### config.mk
export PLATFORM = sky130hd
export DESIGN_NAME = thl_log_counters
export DESIGN_NICKNAME = d
export VERILOG_FILES = /design/src/thl_pkg.sv /design/src/thl_sat_counter.sv /design/src/thl_log_counters.sv
export SDC_FILE = /design/constraint.sdc
export NUM_CORES = 1
export LEC_CHECK = 0
export ABC_AREA = 1
export BUFFER_PORTS_ARGS = -buffer_cell sky130_fd_sc_hd__buf_2
export CORE_ASPECT_RATIO = 1.5
export CORE_UTILIZATION = 40
export DETAILED_ROUTE_END_ITERATION = 7
export GPL_TIMING_DRIVEN = 1
export MAX_ROUTING_LAYER = met4
export PLACE_DENSITY = 0.67
export RECOVER_POWER = 25
export SYNTH_ARGS = -nofsm -noshare
export SYNTH_HDL_FRONTEND = slang
export SYNTH_SLANG_ARGS = --single-unit
### constraint.sdc
create_clock -name ref_clk -period 3.3 [get_ports ref_clk]
set_input_delay 0.495 -clock ref_clk [delete_from_list [all_inputs] [get_ports ref_clk]]
set_output_delay 0.495 -clock ref_clk [all_outputs]
set_load 0.02 [all_outputs]
### src/thl_pkg.sv
// Package of constants for the thermal health log counters
package thl_pkg;

	// ----------------------------------------
	// Log page byte offsets
	// ----------------------------------------
	localparam logic [8:0] SENSOR3_OFS = 9'h0cc;
	localparam logic [8:0] SENSOR8_END = 9'h0d7;
	localparam logic [8:0] TMT1_COUNT_OFS = 9'h0d8;
	localparam logic [8:0] TMT2_COUNT_OFS = 9'h0dc;
	localparam logic [8:0] TMT1_TIME_OFS = 9'h0e0;
	localparam logic [8:0] TMT2_TIME_OFS = 9'h0e4;
	localparam logic [8:0] FIELD_END = 9'h0e7;

	// ----------------------------------------
	// Widths and reset values
	// ----------------------------------------
	localparam int SENSOR_COUNT = 6;
	localparam int SENSOR_WIDTH = 16;
	localparam int COUNT_WIDTH = 32;
	localparam logic [31:0] COUNT_MAX = 32'hffffffff;
	localparam logic [31:0] COUNT_RESET = 32'h00000000;
	localparam logic [7:0] ZERO_BYTE = 8'h00;

	// ----------------------------------------
	// Timing
	// ----------------------------------------
	localparam int CLOCK_HZ = 50000000;
	localparam int SECOND_S = 1;
	localparam int SECOND_CYCLES = CLOCK_HZ * SECOND_S;
	localparam logic [25:0] SECOND_LAST = 26'(SECOND_CYCLES - 1);

endpackage : thl_pkg

### src/thl_sat_counter.sv
// Saturating 32-bit counter
`timescale 1ns/1ns
module thl_sat_counter
(
	input wire logic ref_clk,
	input wire logic srst,
	input wire logic enable,
	input wire logic countUp,
	output logic [thl_pkg::COUNT_WIDTH-1:0] count
);
	import thl_pkg::*;

	logic [COUNT_WIDTH-1:0] count_reg;
	logic [COUNT_WIDTH-1:0] count_next;

	always_comb
	begin
		count_next = count_reg;
		// Disabled counter is forced to zero
		if (!enable)
			count_next = COUNT_RESET; // RQ7
		else if (countUp && count_reg != COUNT_MAX) // RQ6
			count_next = count_reg + 32'h00000001;
	end

	always_ff @(posedge ref_clk)
	begin
		if (srst)
			count_reg <= COUNT_RESET; // RQ7
		else
			count_reg <= count_next;
	end

	assign count = count_reg;

endmodule : thl_sat_counter

### src/thl_log_counters.sv
// Thermal tail of the health log page: sensors, transition and time counters
`timescale 1ns/1ns

// What this block does
// RQ1: Sensors three to eight appear as little-endian 16-bit fields at bytes 204 to 215.
// RQ2: Each rise above the first threshold adds one to the count at bytes 216 to 219.
// RQ3: Each rise above the second threshold adds one to the count at bytes 220 to 223.
// RQ4: Seconds spent in first-threshold mitigation add up at bytes 224 to 227.
// RQ5: Seconds spent in second-threshold throttling add up at bytes 228 to 231.
// RQ6: All four counters stop at all ones and never wrap.
// RQ7: A counter reads zero until its event occurs, and always when not implemented.
// RQ8: Sensor fields carry kelvin, and an absent sensor reads zero.
// RQ9: Bytes 232 to 511 of the page always read zero.
module thl_log_counters
#(
	// Shorter tick lets a bench reach the time counters; default is one second
	parameter logic [25:0] TICK_LAST = thl_pkg::SECOND_LAST
)
(
	input wire logic ref_clk,
	input wire logic srst,
	input wire logic [95:0] sensorKelvin,
	input wire logic [5:0] sensorPresent,
	input wire logic counterEnable,
	input wire logic tmt1Active,
	input wire logic tmt2Active,
	input wire logic readStrobe,
	input wire logic [8:0] readByteAddr,
	output logic [7:0] readData,
	output logic readValid
);
	import thl_pkg::*;

	// ----------------------------------------
	// Sensor fields
	// ----------------------------------------
	logic [95:0] sensorField;

	genvar gi;
	generate
		for (gi = 0; gi < SENSOR_COUNT; gi++)
		begin : g_sensor
			// Absent sensor reports zero kelvin
			assign sensorField[gi*16 +: 16] = sensorPresent[gi] ?
				sensorKelvin[gi*16 +: 16] : 16'h0000; // RQ8
		end
	endgenerate

	// ----------------------------------------
	// Entry edge detect
	// ----------------------------------------
	logic tmt1Prev_reg;
	logic tmt1Prev_next;
	logic tmt2Prev_reg;
	logic tmt2Prev_next;
	logic tmt1Rise;
	logic tmt2Rise;

	always_comb
	begin
		tmt1Prev_next = tmt1Active;
		tmt2Prev_next = tmt2Active;
	end

	always_ff @(posedge ref_clk)
	begin
		if (srst)
		begin
			tmt1Prev_reg <= 1'b0;
			tmt2Prev_reg <= 1'b0;
		end
		else
		begin
			tmt1Prev_reg <= tmt1Prev_next;
			tmt2Prev_reg <= tmt2Prev_next;
		end
	end

	// Count entries only, so a long mitigation spell counts once
	// Low after reset, so a level already high at release is an entry
	assign tmt1Rise = tmt1Active && !tmt1Prev_reg; // RQ2
	assign tmt2Rise = tmt2Active && !tmt2Prev_reg; // RQ3

	// ----------------------------------------
	// One-second tick
	// ----------------------------------------
	logic [25:0] tick_reg;
	logic [25:0] tick_next;
	logic secondTick;

	always_comb
	begin
		tick_next = (tick_reg == TICK_LAST) ? 26'h0000000 : tick_reg + 26'h0000001;
	end

	always_ff @(posedge ref_clk)
	begin
		if (srst)
			tick_reg <= 26'h0000000;
		else
			tick_reg <= tick_next;
	end

	assign secondTick = (tick_reg == TICK_LAST);

	// ----------------------------------------
	// Counters
	// ----------------------------------------
	logic [31:0] tmt1Count;
	logic [31:0] tmt2Count;
	logic [31:0] tmt1Time;
	logic [31:0] tmt2Time;
	logic tmt1Second;
	logic tmt2Second;

	// Clearing on disable wins over an event in the same cycle
	assign tmt1Second = tmt1Active && secondTick; // RQ4
	assign tmt2Second = tmt2Active && secondTick; // RQ5

	thl_sat_counter u_tmt1Count (
		.ref_clk(ref_clk),
		.srst(srst),
		.enable(counterEnable),
		.countUp(tmt1Rise), // RQ2
		.count(tmt1Count)
	);

	thl_sat_counter u_tmt2Count (
		.ref_clk(ref_clk),
		.srst(srst),
		.enable(counterEnable),
		.countUp(tmt2Rise), // RQ3
		.count(tmt2Count)
	);

	// A partial second counts only if a tick falls inside it: time advances on the free-running tick
	thl_sat_counter u_tmt1Time (
		.ref_clk(ref_clk),
		.srst(srst),
		.enable(counterEnable),
		.countUp(tmt1Second), // RQ4
		.count(tmt1Time)
	);

	thl_sat_counter u_tmt2Time (
		.ref_clk(ref_clk),
		.srst(srst),
		.enable(counterEnable),
		.countUp(tmt2Second), // RQ5
		.count(tmt2Time)
	);

	// ----------------------------------------
	// Address decode
	// ----------------------------------------
	logic inSensor;
	logic inCounter;
	logic inReserved;
	logic [8:0] rel;
	logic [3:0] sensorByte;
	logic [1:0] counterSel;
	logic [1:0] byteSel;

	always_comb
	begin
		rel = readByteAddr - SENSOR3_OFS;
		inSensor = (readByteAddr >= SENSOR3_OFS) && (readByteAddr <= SENSOR8_END);
		inCounter = (readByteAddr >= TMT1_COUNT_OFS) && (readByteAddr <= FIELD_END);
		inReserved = !inSensor && !inCounter;
		sensorByte = rel[3:0];
		// Counter words sit on four-byte boundaries, so low address bits pick the field
		counterSel = readByteAddr[3:2];
		byteSel = readByteAddr[1:0];
	end

	// ----------------------------------------
	// Log page read port
	// ----------------------------------------
	logic [7:0] readData_reg;
	logic [7:0] readData_next;
	logic readValid_reg;
	logic readValid_next;
	logic [31:0] counterWord;

	always_comb
	begin
		// Every request is answered, so the host never waits on a refusal
		readValid_next = readStrobe;
		readData_next = readData_reg;
		counterWord = COUNT_RESET;
		case (counterSel)
			2'h2: counterWord = tmt1Count; // RQ2
			2'h3: counterWord = tmt2Count; // RQ3
			2'h0: counterWord = tmt1Time; // RQ4
			2'h1: counterWord = tmt2Time; // RQ5
			default: counterWord = COUNT_RESET;
		endcase
		if (readStrobe)
		begin
			// No snapshot: a counter may move between byte reads of one field
			readData_next = ZERO_BYTE;
			if (inSensor)
				readData_next = sensorField[sensorByte*8 +: 8]; // RQ1
			if (inCounter)
				readData_next = counterWord[byteSel*8 +: 8];
			if (inReserved)
				readData_next = ZERO_BYTE; // RQ9
		end
	end

	always_ff @(posedge ref_clk)
	begin
		if (srst)
		begin
			readData_reg <= ZERO_BYTE;
			readValid_reg <= 1'b0;
		end
		else
		begin
			readData_reg <= readData_next;
			readValid_reg <= readValid_next;
		end
	end

	assign readData = readData_reg;
	assign readValid = readValid_reg;

endmodule : thl_log_counters

# --- Yosys cells after proc, flatten, opt, wreduce, memory -nomap -nowiden ---
# Cells that the tools add are included.
word_totals:
  word_cells: 58
  in_bits: 117
  output_inout_bits: 9
  ff_bits: 165
op_classes:
  n_mux: 10
  n_lt_le_gt_ge: 4
  reduce_logical: 18
  n_bitwise: 1
  shifts: 2
  n_eq_ne: 8
  add_sub_neg: 6
ops:
  columns: ["op", "n"]
  rows:
  - ["adder 32 x 1 -> 32 bit (second input constant)", 4]
  - ["inequality test 32 bit (second input constant)", 4]
  - ["one-hot mux 32 bit (4 select lines)", 1]
  - ["2-to-1 mux 16 bit", 6]
  - ["indexed part select 96 x 8 -> 8 bit", 1]
  - ["indexed part select 32 x 6 -> 8 bit", 1]
  - ["adder 26 x 1 -> 26 bit (second input constant)", 1]
  - ["== test 26 bit (second input constant)", 1]
  - ["2-to-1 mux 8 bit", 3]
  - ["greater-or-equal comparator 9 x 8 -> 1 bit (second input constant)", 2]
  - ["<= comparator 9 x 8 -> 1 bit (second input constant)", 2]
  - ["logical AND 1 bit", 11]
  - ["== test 2 bit (second input constant)", 2]
  - ["zero test 1 bit", 4]
  - ["OR reduction 2 bit", 2]
  - ["subtractor 4 bit (second input constant)", 1]
  - ["== test 2 x 1 -> 1 bit (second input constant)", 1]
  - ["zero test 2 bit", 1]
  - ["NOT 1 bit", 1]

# --- Longest topological paths before layout ---
logic_depth:
  ltp_word: 5
  depth_mapped: 14
  depth_no_buf: 12

# --- Cells and area by module ---
# Synthesis repeated with hierarchy kept, for this count alone.
unflattened:
  hier_cells: 2196
  hier_area_um2: 12787.3
modules_own_cells:
  columns: ["mod", "area_per_inst_um2", "cells_each", "instances"]
  rows:
  - ["thl_sat_counter", 2069.5, 332, 4]
  - ["thl_log_counters", 4509.3, 868, 1]

# --- Least setup slack after synthesis ---
# OpenSTA, ideal clock, no wires.
synth_timing:
  path_kind: "input port to flip-flop"
  start: "input readByteAddr[2]"
  end: "register readData_reg[6], in the netlist readData[6]"
  t_arrival_ns: 1.738
  stages: 12
  required_ns: 3.191
  setup_ns: 0.109
  setup_slack_ns: 1.454
  n_path_buf: 2
  cell_sequence: "inv_2 -> ha_1 -> clkbuf_1 -> inv_1 -> clkbuf_1 -> nand4_1 -> nand2_1 -> nand3_1 -> nand3_1 -> nand3_1 -> nand2_1 -> inv_1"
synth_between:
  elab_chain_cells: 5
synth_rtl:
  columns: ["item", "line", "text"]
  rows:
  - ["start, declared", "thl_log_counters.sv:28", "input wire logic [8:0] readByteAddr,"]
  - ["subtractor 4 bit, or another cell as far along", "thl_log_counters.sv:166", "rel = readByteAddr - SENSOR3_OFS;"]
  - ["indexed part select 96 x 8 -> 8 bit, or another cell as far along", "thl_log_counters.sv:203", "readData_next = sensorField[sensorByte*8 +: 8];"]
  - ["2-to-1 mux 8 bit, or another cell as far along", "thl_log_counters.sv:202", "if (inSensor)"]
  - ["2-to-1 mux 8 bit or logical AND 1 bit (tied branches)", "thl_log_counters.sv:204, thl_log_counters.sv:169", null]
  - ["2-to-1 mux 8 bit *", "thl_log_counters.sv:206", "if (inReserved)"]
  - ["end signal, assigned", "thl_log_counters.sv:220", "readData_reg <= readData_next;"]
  - ["end, declared", "thl_log_counters.sv:179", "logic [7:0] readData_reg;"]
# Every way passes the cells marked *; elsewhere a longest branch is shown, timed or not.
# A chain may end at the register's enable or synchronous reset.

# --- Worst setup path after layout ---
layout_timing:
  start: "register u_tmt2Count.count_reg[0], in the netlist u_tmt2Count.count[0]"
  end: "register u_tmt2Count.count_reg[15], in the netlist u_tmt2Count.count[15]"
layout_between:
  elab_chain_cells: 2
layout_rtl:
  columns: ["item", "line", "text"]
  rows:
  - ["start, declared", "thl_sat_counter.sv:13", "logic [COUNT_WIDTH-1:0] count_reg;"]
  - ["start signal, assigned", "thl_sat_counter.sv:31", "count_reg <= count_next;"]
  - ["branches (longest 2 deep; another with adder 32 x 1 -> 32 bit)", null, null]
# Several ways; the timed one is not identified.

==> impl_metrics.toml <==
[clock_network]
tritoncts = "yes"
numCtsBuffers = 17
clk_latency_ps = 460
cts_hold_buf = 0
clock-sinks = 165
path_clk_slew_ps = 70
clockBufferDepth = 2
cts-root-buf = "clkbuf_16"
postCtsSetupBuffers = 0
htreeDepth = 4
cts-resized-gates = 0

[worst_hold_path]
holdPathEnd = "u_tmt1Count.count[24]$_SDFFE_PP0P_"
hold_path_class = "input port to register"
hold_start = "counterEnable"
hold_path_depth = 5

[cells_and_area]
fin_area_um2 = 13600
final_nets = 2353
drive_gt1_share_pct = 9.38
antenna_cells = 0
area_delta_synth_final_pct = 10.3

[floorplan]
io_pins = 126
die_area_um2 = 31600
core_area_um2 = 30400
row_count = 78
die_w_um = 145
die_h_um = 217
start_util_pct = 40.7

[global_routing]
antenna_found_initial = 0
grt_start_max_net_pins = 49
grt_pass1_wl_um = 67200
grt_use_total_pct = 27.9
grt_pass1_vias = 13100
overflow = 0

[logic_synthesis]
syn-num-nets = 2281
syn_inst = 2154
syn_area_per_cell_um2 = 5.73
yosysWarningCount = 0
syn_area_um2 = 12300
ys_ff_latch = 165
synthDistinctLibCells = 39
ys_seq_area_share_pct = 26.8

[job]
drv_cap = 0

[worst_setup_path]
cp_max_fo = 28
reg2reg_slack_ps = 520
r2r_end = "u_tmt2Count.count[15]$_SDFFE_PP0P_"
worstRegToRegCells = 10
worst_ep_required_time_ps = 3610
crit_arrival_ps = 3080
cp-start-kind = "register"
reg2reg_from = "u_tmt2Count.count[0]$_SDFFE_PP0P_"
worstSetupPathType = "register to register"
critPathCaptureType = "register"
startpoint = "u_tmt2Count.count[0]$_SDFFE_PP0P_"

[timing]
relSlewSlack_pct = 31.3
hold_viol = 0
setup_ws_ps = 524
finalSetupViolCount = 0
fmax_mhz = 360
period_share_pct = 84.1
setup-tns-final_ps = 0
tightest_slew_ps = 1030
rsz0062_at_grt = "false"
skew_ps = 11.9
hold_ws_ps = 373
min_period_ps = 2780
drv_slew = 0

[place]
dp_hpwl_um = 32700
dp_slack_ps = 709
place_area_um2 = 13100
portBuffers = 125
gp_congestion = 0.951

[routing]
avgRoutedWirePerCell_um = 16.0
drtIter0Drc = 889
wl_um = 42300
vias = 13800
first_pass_iters = 5
ant_nets = 0
vias_per_cell = 5.22
route.detailed.drc = 0

[power_and_ir_drop]
ir_drop_mv = 0.323
power_density_nw_per_um2 = 322
p_total_w = 0.00439
leakagePower_nw = 5.13

[status]
status = "finished clean"
[metal layers]
layer | up-vias | wire [µm] | global-route usage, %
met5 | - | 0 | -
met2 | 354 | 22600 | 51.5
li1 | 7009 | - | -
met3 | 122 | 1350 | 3.46
met4 | 0 | 2060 | 16.5
met1 | 6280 | 16300 | 28.1
[worst max-delay path by stage]
stage,to,slack [ps],depth (start not counted)
2_1_floorplan,readData[6]$_SDFFE_PP0P_,1450,12
3_3_place_gp,u_tmt1Time.count[28]$_SDFFE_PP0P_,720,7
3_5_place_dp,u_tmt1Time.count[13]$_SDFFE_PP0P_,710,7
4_1_cts,u_tmt1Time.count[13]$_SDFFE_PP0P_,680,7
5_1_grt,u_tmt2Count.count[6]$_SDFFE_PP0P_,300,10
6_report,u_tmt2Count.count[15]$_SDFFE_PP0P_,520,10
[synth_stat cells, drive strengths merged]
| library cell | instances | share of area, % |
|---|---|---|
| nor4 | 2 | 0.10 |
| nand2 | 874 | 27 |
| nor3 | 53 | 2.4 |
| inv | 140 | 4.3 |
| xnor2 | 13 | 0.92 |
| a21oi | 157 | 6.5 |
| nand3b | 35 | 2.1 |
| ha | 10 | 1.0 |
| buf | 37 | 2.4 |
| nor2 | 279 | 8.8 |
| o211ai | 2 | 0.12 |
| clkbuf | 47 | 1.4 |
| and3 | 1 | 0.051 |
| a21boi | 1 | 0.061 |
| nor3b | 1 | 0.061 |
| or2 | 24 | 1.2 |
| dfxtp | 165 | 27 |
| nand4 | 38 | 1.9 |
| o21ai | 68 | 2.8 |
| xor2 | 49 | 3.5 |
| nand3 | 155 | 6.6 |
| clkinv | 1 | 0.030 |
| o21bai | 2 | 0.12 |
[power breakdown]
group | total, W | leakage, nW | switching, W | internal, W
logic | 0.000429 | 3.54 | 0.000285 | 0.000144
registers | 0.00201 | 1.33 | 0.00000934 | 0.00200
clock network | 0.00195 | 0.256 | 0.000889 | 0.00106
total | 0.00439 | 5.13 | 0.00118 | 0.00320
[cell families after synthesis]
logic type	Yosys count	synth area share [%]
adders and majority gates	10	1.01
buffers and inverters	225	8.14
DFF	165	26.8
and+or+nand+nor	1462	50.2
AOI/OAI and AO/OA	230	9.52
xor gates and xnor gates	62	4.40
[cells in the final DEF, fill, tap and decap left out, types with 2 or more instances in the layout]
cell type   count
nand2_1       869
nor2_1        272
dfxtp_1       165
a21oi_1       154
nand3_1       151
inv_1         131
buf_2         112
o21ai_0        67
nor3_1         49
xor2_1         49
nand4_1        38
nand3b_1       35
or2_2          24
clkbuf_16      17
clkbuf_1       16
xnor2_1        13
ha_1           10
buf_4          10
inv_2           8
nor2_4          5
clkinvlp_4      5
nor3_2          4
nand3_2         3
nand2_2         3
clkinv_2        3
a21oi_2         3
nor2_2          2
o211ai_1        2
nand2_4         2
nor4_1          2
o21bai_1        2
clkinv_4        2
buf_12          2
[critical path, stage by stage, from the launching register on]
cell and delay, ps:
dfxtp_1 430, ha_1 250, nand3_1 210, nor3_1 380, nand2_1 100, inv_1 120, nand3_1 150, nand2_2 500
inv_4 260, nand2_1 130, a21oi_1 60
[area by class of cell]
type	instances	area, µm²
repair buffers	137	724
well taps	400	500
inverters	141	533
flip-flops and latches	165	3300
multi-input cells	1764	8000
clock buffers	21	450
fillers	3319	16700
clock inverters	11	104
[stage by stage]
stage / std cells / utilization [%]
finish: 2639 / 44.9
global route: 2639 / 44.9
CTS: 2639 / 45.0
detailed placement: 2607 / 43.2
global placement: 2607 / 43.2
floorplan: 2154 / -
Note: power is estimated with default switching activity, not from simulation.
